File: src/adcrd_pkg.sv
package adcrd_pkg;

  localparam int        ADCRD_RES_W    = 14;
  localparam int        ADCRD_SUB_W    = 2;
  localparam int        ADCRD_FRAME_W  = 24;
  localparam int        ADCRD_CNT_W    = 5;
  // falling edges counted after select falls
  localparam bit [4:0]  ADCRD_CNT_RESET = 5'h00;
  localparam bit [4:0]  ADCRD_CNT_MAX   = 5'h18;
  // msb appears after this many falling edges; conversion is then done
  localparam bit [4:0]  ADCRD_CONV_DONE = 5'h08;
  localparam bit [4:0]  ADCRD_LAST_BIT  = 5'h17;
  localparam bit [4:0]  ADCRD_SUB_START = 5'h16;
  localparam bit [7:0]  ADCRD_LEAD_BYTE = 8'h00;
  localparam bit [23:0] ADCRD_FRAME_RESET = 24'h000000;

  typedef enum logic [1:0] {
    ADCRD_SHUTDOWN = 2'b01,
    ADCRD_ACTIVE   = 2'b10
  } adcrd_state_e;

  typedef struct packed {
    adcrd_state_e state;
    logic [23:0]  frame;
    logic [4:0]   count;
    logic         dout;
    logic         doutEn;
    logic         busy;
    logic         shutdown;
    logic         abortPulse;
  } adcrd_core_s;

  localparam adcrd_core_s ADCRD_CORE_RESET = '{
    state:      ADCRD_SHUTDOWN,
    frame:      ADCRD_FRAME_RESET,
    count:      ADCRD_CNT_RESET,
    dout:       1'b0,
    doutEn:     1'b0,
    busy:       1'b0,
    shutdown:   1'b1,
    abortPulse: 1'b0
  };

  typedef struct packed {
    logic csMeta;
    logic csSync;
    logic csPrev;
    logic sclkMeta;
    logic sclkSync;
    logic sclkPrev;
  } adcrd_sync_s;

  // select idles high, clock idles low
  localparam adcrd_sync_s ADCRD_SYNC_RESET = 6'b111000;

endpackage : adcrd_pkg

File: src/adcrd_link_if.sv
`timescale 1ns/100ps
interface adcrd_link_if;
  logic csLow;
  logic csFall;
  logic csRise;
  logic sclkFall;
  logic sclkRise;

  modport sync (output csLow, output csFall, output csRise, output sclkFall, output sclkRise);
  modport core (input csLow, input csFall, input csRise, input sclkFall, input sclkRise);
endinterface : adcrd_link_if

File: src/adcrd_pin_sync.sv
`timescale 1ns/100ps
module adcrd_pin_sync
  import adcrd_pkg::*;
(
  input  wire logic  ref_clk,
  input  wire logic  rst,
  input  wire logic  csN,
  input  wire logic  sclk,
  adcrd_link_if.sync lnk
);

  adcrd_sync_s q;
  adcrd_sync_s next_q;

  always_comb begin
    next_q          = q;
    next_q.csMeta   = csN;
    next_q.csSync   = q.csMeta;
    next_q.csPrev   = q.csSync;
    next_q.sclkMeta = sclk;
    next_q.sclkSync = q.sclkMeta;
    next_q.sclkPrev = q.sclkSync;
  end

  always_ff @(posedge ref_clk) begin
    if (rst) begin
      q <= ADCRD_SYNC_RESET;
    end else begin
      q <= next_q;
    end
  end

  // edges judged from the second and third stages, never the metastable one
  assign lnk.csLow    = ~q.csSync;
  assign lnk.csFall   = q.csPrev & ~q.csSync;
  assign lnk.csRise   = ~q.csPrev & q.csSync;
  assign lnk.sclkFall = q.sclkPrev & ~q.sclkSync;
  assign lnk.sclkRise = ~q.sclkPrev & q.sclkSync;

endmodule : adcrd_pin_sync

File: src/adcrd_readout.sv
`timescale 1ns/100ps
module adcrd_readout
  import adcrd_pkg::*;
(
  input  wire logic        ref_clk,
  input  wire logic        rst,
  input  wire logic        csN,
  input  wire logic        sclk,
  input  wire logic [13:0] convResult,
  input  wire logic [1:0]  convSubBits,
  output logic             dout,
  output logic             doutEn,
  output logic             convBusy,
  output logic             inShutdown,
  output logic             abortPulse
);

  adcrd_link_if lnk ();

  adcrd_pin_sync u_sync (
    .ref_clk (ref_clk),
    .rst     (rst),
    .csN     (csN),
    .sclk    (sclk),
    .lnk     (lnk.sync)
  );

  adcrd_core_s q;
  adcrd_core_s next_q;

  always_comb begin
    logic [4:0] newCount;
    newCount         = q.count;
    next_q           = q;
    next_q.abortPulse = 1'b0;
    unique case (q.state)
      ADCRD_SHUTDOWN: begin
        if (lnk.csFall) begin
          // result latched at select fall; frame leads with the zero byte
          next_q.state    = ADCRD_ACTIVE;
          next_q.frame    = {ADCRD_LEAD_BYTE, convResult, convSubBits};
          next_q.count    = ADCRD_CNT_RESET;
          next_q.dout     = 1'b0;
          next_q.doutEn   = 1'b1;
          next_q.busy     = 1'b1;
          next_q.shutdown = 1'b0;
        end
      end
      ADCRD_ACTIVE: begin
        if (lnk.csRise) begin
          next_q.state      = ADCRD_SHUTDOWN;
          next_q.dout       = 1'b0;
          next_q.doutEn     = 1'b0;
          next_q.busy       = 1'b0;
          next_q.shutdown   = 1'b1;
          next_q.abortPulse = q.busy;
        end else if (lnk.sclkFall) begin
          if (q.count != ADCRD_CNT_MAX) begin
            newCount = q.count + 5'h01;
          end
          next_q.count = newCount;
          if (newCount < ADCRD_CNT_MAX) begin
            next_q.dout = q.frame[ADCRD_LAST_BIT - newCount];
          end else begin
            // trailing zeros while select stays low
            next_q.dout = 1'b0;
          end
          next_q.busy = (newCount < ADCRD_CONV_DONE);
        end
      end
    endcase
  end

  always_ff @(posedge ref_clk) begin
    if (rst) begin
      q <= ADCRD_CORE_RESET;
    end else begin
      q <= next_q;
    end
  end

  assign dout       = q.dout;
  assign doutEn     = q.doutEn;
  assign convBusy   = q.busy;
  assign inShutdown = q.shutdown;
  assign abortPulse = q.abortPulse;
endmodule : adcrd_readout

File: config.mk
export PLATFORM = sky130hd
export DESIGN_NAME = adcrd_readout
export DESIGN_NICKNAME = d
export VERILOG_FILES = /design/src/adcrd_pkg.sv /design/src/adcrd_link_if.sv /design/src/adcrd_pin_sync.sv /design/src/adcrd_readout.sv
export SDC_FILE = /design/constraint.sdc
export NUM_CORES = 1
export LEC_CHECK = 0
export ABC_CLOCK_PERIOD_IN_PS = 2500
export BUFFER_PORTS_ARGS = -buffer_cell sky130_fd_sc_hd__buf_2
export CAP_MARGIN = 0
export CORE_MARGIN = 2
export CORE_UTILIZATION = 45
export CTS_BUF_LIST = sky130_fd_sc_hd__clkbuf_4
export DETAILED_ROUTE_END_ITERATION = 16
export PLACE_DENSITY = 0.7
export RECOVER_POWER = 100
export SETUP_SLACK_MARGIN = 0.05
export SYNTH_ARGS = -nofsm -noshare
export SYNTH_HDL_FRONTEND = slang
export SYNTH_SLANG_ARGS = --single-unit
File: constraint.sdc
create_clock -name ref_clk -period 2.5 [get_ports ref_clk]
set_clock_uncertainty 0.1 [all_clocks]
set_input_delay 0.375 -clock ref_clk [delete_from_list [all_inputs] [get_ports ref_clk]]
set_output_delay 0.375 -clock ref_clk [all_outputs]
set_load 0.02 [all_outputs]
### Word level (Yosys, flattened, before mapping)

Index checks and enable logic that the tools add are counted.

* logic and storage cells: 58
* output and inout bits: 5
* flip-flop bits (word level): 34

* bitwise logic cells: 8
* muxes and demuxes: 18
* equal/unequal tests: 8
* reduce and logical (&&, ||, !) cells: 5
* $lt $le $gt $ge: 3
* add/sub/neg operators: 2

Operators by type and width (count)
* two-way mux 35 bit: 1
* two-way mux 5 bit: 5
* one-hot mux 9 bit (2 select lines): 1
* != test 2 bit (second input constant): 4
* < comparator 5 x 6 -> 1 bit (second input constant): 1
* two-way mux 1 bit: 6
* two-way mux 6 bit: 1
* AND reduction 2 bit: 3
* adder 5 x 1 -> 5 bit (second input constant): 1
* binary-select mux 1 bit (select 5 bit): 1
* < comparator 5 x 4 -> 1 bit (second input constant): 1
* < comparator 5 bit (second input constant): 1
* != test 5 bit (second input constant): 1
* NOT 1 bit: 5
* subtractor 5 bit (first input constant): 1
* two-way mux 2 bit: 2
* one-hot mux 2 bit (2 select lines): 1
* bitwise AND 1 bit: 3
* != test 3 bit (second input constant): 1
* AND reduction 3 bit: 1
* OR reduction 3 bit: 1
* equality test 2 x 1 -> 1 bit (second input constant): 1
* equality test 2 bit (second input constant): 1

### Logic depth before layout (Yosys ltp)

* depth after elaboration: 12
* depth in mapped cells: 10
* depth with buffers taken out: 8

### By module

Synthesis repeated with hierarchy kept, for this count alone.

* cell total of the unflattened synthesis: 193
* area total of the unflattened synthesis: 1582.8 um^2

By module, submodules not included
* adcrd_readout: cells each 176, seq. area each 540.5 um^2, area each 1396.3 um^2, times used 1
* adcrd_pin_sync: cells each 17, seq. area each 120.1 um^2, area each 186.4 um^2, times used 1

### Least setup slack after synthesis

Ideal clock, no wire load.

* kind: reg2reg
* from: register q[5] (netlist name)
* to: register q, in the netlist dout
* setup time: 124 ps
* arrival: 2024 ps
* buffers on the path: 2
* data required time: 2276 ps
* slack: 252 ps
* stages on the path, launching flop included: 11
* path through: dfxtp_1 -> buf_6 -> inv_1 -> ha_1 -> and4b_1 -> buf_6 -> xnor2_4 -> nor2b_1 -> a211o_1 -> a211oi_1 -> nor3_1

* word-level cells in the longest chain between the ends: 12
* elaborated cells on any way between the ends: 14
* those cells by class: add/sub (2); order compare (1); eq/ne (1); mux (10)

Ends and longest elaborated chain
* start: declaration: RTL line adcrd_readout.sv:28 `adcrd_core_s q;`
* start signal: assignment: RTL line adcrd_readout.sv:78 `q <= next_q;`
* adder 5 x 1 -> 5 bit / != test 5 bit (equally long branches): RTL line adcrd_readout.sv:59, adcrd_readout.sv:58
* two-way mux 5 bit (*): RTL line adcrd_readout.sv:58 `if (q.count != ADCRD_CNT_MAX) begin`
* two-way mux 5 bit (*): RTL line adcrd_readout.sv:57 `end else if (lnk.sclkFall) begin`
* two-way mux 5 bit (*): RTL line adcrd_readout.sv:50 `if (lnk.csRise) begin`
* two-way mux 5 bit (*): RTL line adcrd_readout.sv:36 `unique case (q.state)`
* subtractor 5 bit: RTL line adcrd_readout.sv:63 `next_q.dout = q.frame[ADCRD_LAST_BIT - newCount];`
* binary-select mux 1 bit (select 5 bit): RTL line adcrd_readout.sv:63
* two-way mux 1 bit (implied by the code): RTL line adcrd_readout.sv:63
* two-way mux 1 bit (*): RTL line adcrd_readout.sv:62 `if (newCount < ADCRD_CNT_MAX) begin`
* two-way mux 6 bit (*): RTL line adcrd_readout.sv:57
* two-way mux 1 bit (*): RTL line adcrd_readout.sv:50
* one-hot mux 9 bit (2 select lines) (*): RTL line adcrd_readout.sv:36

Mark *: on every way between the ends. The rest lies on a longest branch, timed or not. The select of a mux whose other input is x is not followed.
A chain may end at the register's enable or synchronous reset.

### Worst setup path in the final report

* from: register q[6] (netlist name)
* to: register q, in the netlist dout

The elaborated chain is that of the path after synthesis.

==> flow_metrics.env <==
export IMPL_run_status="finished, final reports clean"
export IMPL_antenna_violating_nets_post_route=0
export IMPL_grt_busiest_layer="met2"
export IMPL_dominantRegCellSynth="dfxtp_1"
export IMPL_synth_enable_flop_cells=0
export IMPL_synthesis_nets=207
export IMPL_grt_pass1_wl_um=4940
export IMPL_flow_area_growth_from_synthesis_pct=13.5
export IMPL_ys_types=36
export IMPL_synth_async_sr_flop_share=0
export IMPL_timing_max_transition_violations_final=0
export IMPL_vias_per_cell=5.11
export IMPL_cts_made_buffers=5
export IMPL_nets=232
export IMPL_finalWirelength_um=2870
export IMPL_slew_headroom=0.0299
export IMPL_ios=25
export IMPL_synth_yosys_seq_area_share=0.427
export IMPL_hold_depth=2
export IMPL_endpoint_kind="flip-flop"
export IMPL_clockRootBuffer="clkbuf_4"
export IMPL_cts_htree_levels=2
export IMPL_initial_core_util=0.467
export IMPL_core_region_area_sq_um=3310
export IMPL_floorplan_die_height_um=62.6
export IMPL_grt_usage=0.156
export IMPL_rr_worst_depth=8
export IMPL_hold_viol_final=0
export IMPL_rr_startpoint="q[6]$_SDFFE_PP0P_"
export IMPL_final_critical_period_ns=2.22
export IMPL_power_static_leakage_uw=0.000659
export IMPL_grt_overflow_total=0
export IMPL_synthesis_instances=183
export IMPL_detailedRoute_firstPassIterationCount=4
export IMPL_worstHoldPathType="primary input to flip-flop"
export IMPL_layout_drive_gt1_share=0.167
export IMPL_holdCritStartpoint="csN"
export IMPL_timing_final_ws_setup_ns=0.283
export IMPL_crit_type="flip-flop to flip-flop"
export IMPL_grtUsageMet1=0.181
export IMPL_mean_syn_cell_area_sq_um=8.45
export IMPL_setup_worst_path_start_class="flip-flop"
export IMPL_unrepaired_setup_endpoints_after_global_routing="false"
export IMPL_setup_slack_of_the_most_critical_reg_to_reg_path_ns=0.28
export IMPL_grt_util_met3=0.0559
export IMPL_cp_data_arrival_time_ns=2.34
export IMPL_chipWidth_um=62.6
export IMPL_die_area_sq_um=3920
export IMPL_worstPathMaxFanout=6
export IMPL_final_common_cell="nand2_1"
export IMPL_cap_violations=0
export IMPL_clock_path_buffers=2
export IMPL_initial_antenna_violation_count=0
export IMPL_synth_ff_latch_count=33
export IMPL_clock_insertion_delay_worst_skew_ns=0.33
export IMPL_routabilityCongestion=0.742
export IMPL_tightestPinTransition_ns=1.46
export IMPL_iteration_0_drc_markers=28
export IMPL_timing_setup_tns_ns=0
export IMPL_preCtsSetupSlack_ns=0.407
export IMPL_final_setup_violations=0
export IMPL_first_global_vias=1167
export IMPL_place_detailed_hpwl_um=2020
export IMPL_maxClockFrequency_mhz=451
export IMPL_clkSinkCount=33
export IMPL_power_density_over_cell_area_nw_per_um2=582
export IMPL_post_cts_setup_buffer_count=0
export IMPL_vias=1302
export IMPL_cts_hold_buffers=0
export IMPL_critical_r2r_capture="dout$_SDFFE_PP0P_"
export IMPL_worstHoldEndpoint="u_sync.next_q[4]$_SDFF_PP1_"
export IMPL_yosysWarnings=0
export IMPL_wire_per_inst_um=11.2
export IMPL_final_fill_count=344
export IMPL_final_cell_mix="nand2_1, dfxtp_1, a21oi_1, buf_2, nor2_1"
export IMPL_antenna_cells_inserted=0
export IMPL_placementRows=21
export IMPL_cts_resized=0
export IMPL_irDropWorstVdd_mv=0.405
export IMPL_io_buffer_count=24
export IMPL_groute_layer_met2_usage=0.263
export IMPL_layout_cells_non_filler=255
export IMPL_critical_path_required_ns=2.62
export IMPL_syn_area_sq_um=1550
export IMPL_drc_violations_left=0
export IMPL_final_worst_path_cycle_share=0.887
export IMPL_dp_cells=247
export IMPL_design_power_total_uw=1020
export IMPL_clk_pin_slew_worst_paths_ns=0.10
export IMPL_pin_count_of_the_biggest_net_entering_global_routing=36
export IMPL_cts_tree="done"
==> registers in the layout, summed over array words and instances (netlist names) <==
signal / count
q: 23
convBusy: 1
u_sync.q: 2
dout: 1
abortPulse: 1
u_sync.next_q: 4
inShutdown: 1
==> cell families (layout without fill, tap and decap cells) <==
logic type               Yosys count  count (layout)  synth area share
buffers and inverters             14              40            0.0437
multiplexers                       7               7            0.0453
flip-flops                        33              33             0.427
AND/OR/NAND/NOR                   78              78             0.241
adder cells (fa/ha/maj)            4               4            0.0324
XOR/XNOR                           3               3            0.0291
AO/OA/AOI/OAI                     44              44             0.181
==> cell usage after synthesis, types with 2 or more instances <==
cell type / number / area share
nand2_1: 37 / 0.090
dfxtp_1: 33 / 0.43
a21oi_1: 20 / 0.065
nor2_1: 11 / 0.027
nor2b_1: 10 / 0.040
clkbuf_1: 7 / 0.017
mux2i_1: 7 / 0.045
o21ai_0: 6 / 0.019
ha_1: 4 / 0.032
inv_1: 4 / 0.0097
nand3_1: 4 / 0.013
a22oi_1: 3 / 0.015
nand2b_1: 3 / 0.012
nor3_1: 3 / 0.0097
or2_2: 3 / 0.012
a2111oi_0: 2 / 0.011
a211o_1: 2 / 0.011
a211oi_1: 2 / 0.0097
and4b_1: 2 / 0.013
buf_6: 2 / 0.015
nor3b_1: 2 / 0.0097
xnor2_1: 2 / 0.011
==> through the flow <==
| step | hold WS [ns] | utilization | instance area (sq um) |
|---|---|---|---|
| floorplan | 0.289 | - | 1550 |
| global placement | 0.293 | 0.513 | 1700 |
| detailed placement | 0.304 | 0.513 | 1700 |
| CTS | 0.109 | 0.537 | 1780 |
| global route | 0.112 | 0.530 | 1760 |
| finish | 0.124 | 0.530 | 1760 |
==> power breakdown <==
part / switching [uW] / internal (uW)
sequential: 9.26 / 542
combinational: 42.2 / 33.9
clock: 175 / 219
==> per-layer routing <==
| layer | wire length, um | part of all wire |
|---|---|---|
| met3 | 137 | 0.048 |
| met4 | 34 | 0.012 |
| met1 | 1360 | 0.47 |
| met5 | 0 | 0 |
| met2 | 1340 | 0.47 |
==> worst max-delay path, cell delays in order, from the launching register on <==
cell and delay [ns]:
dfxtp_1 0.39, inv_1 0.06, ha_1 0.20, and4b_1 0.29, xnor2_2 0.36, mux2i_1 0.28
a211oi_2 0.09, a211oi_1 0.26, nor3_1 0.08
==> worst max path at each step <==
stage                       from                 to  slack [ns]  cells after the start
3_5_place_dp   q[6]$_SDFFE_PP0P_  dout$_SDFFE_PP0P_        0.41                      8
5_1_grt        q[6]$_SDFFE_PP0P_  dout$_SDFFE_PP0P_        0.14                      8
4_1_cts        q[6]$_SDFFE_PP0P_  dout$_SDFFE_PP0P_        0.38                      8
2_1_floorplan  q[5]$_SDFFE_PP0P_  dout$_SDFFE_PP0P_        0.25                     10
6_report       q[6]$_SDFFE_PP0P_  dout$_SDFFE_PP0P_        0.28                      8
3_3_place_gp   q[6]$_SDFFE_PP0P_  dout$_SDFFE_PP0P_        0.46                      8
==> layout make-up <==
type	count	area [sq um]	share of cell area
Clock buffer	6	45.0	0.0257
Clock inverter	2	33.8	0.0192
Inverter	5	18.8	0.0107
Multi-Input combinational cell	136	807	0.460
Sequential cell	33	661	0.376
Tap cell	46	57.6	0.0328
Timing Repair Buffer	27	133	0.0756
No activity file was read; power rests on OpenSTA's default activity.
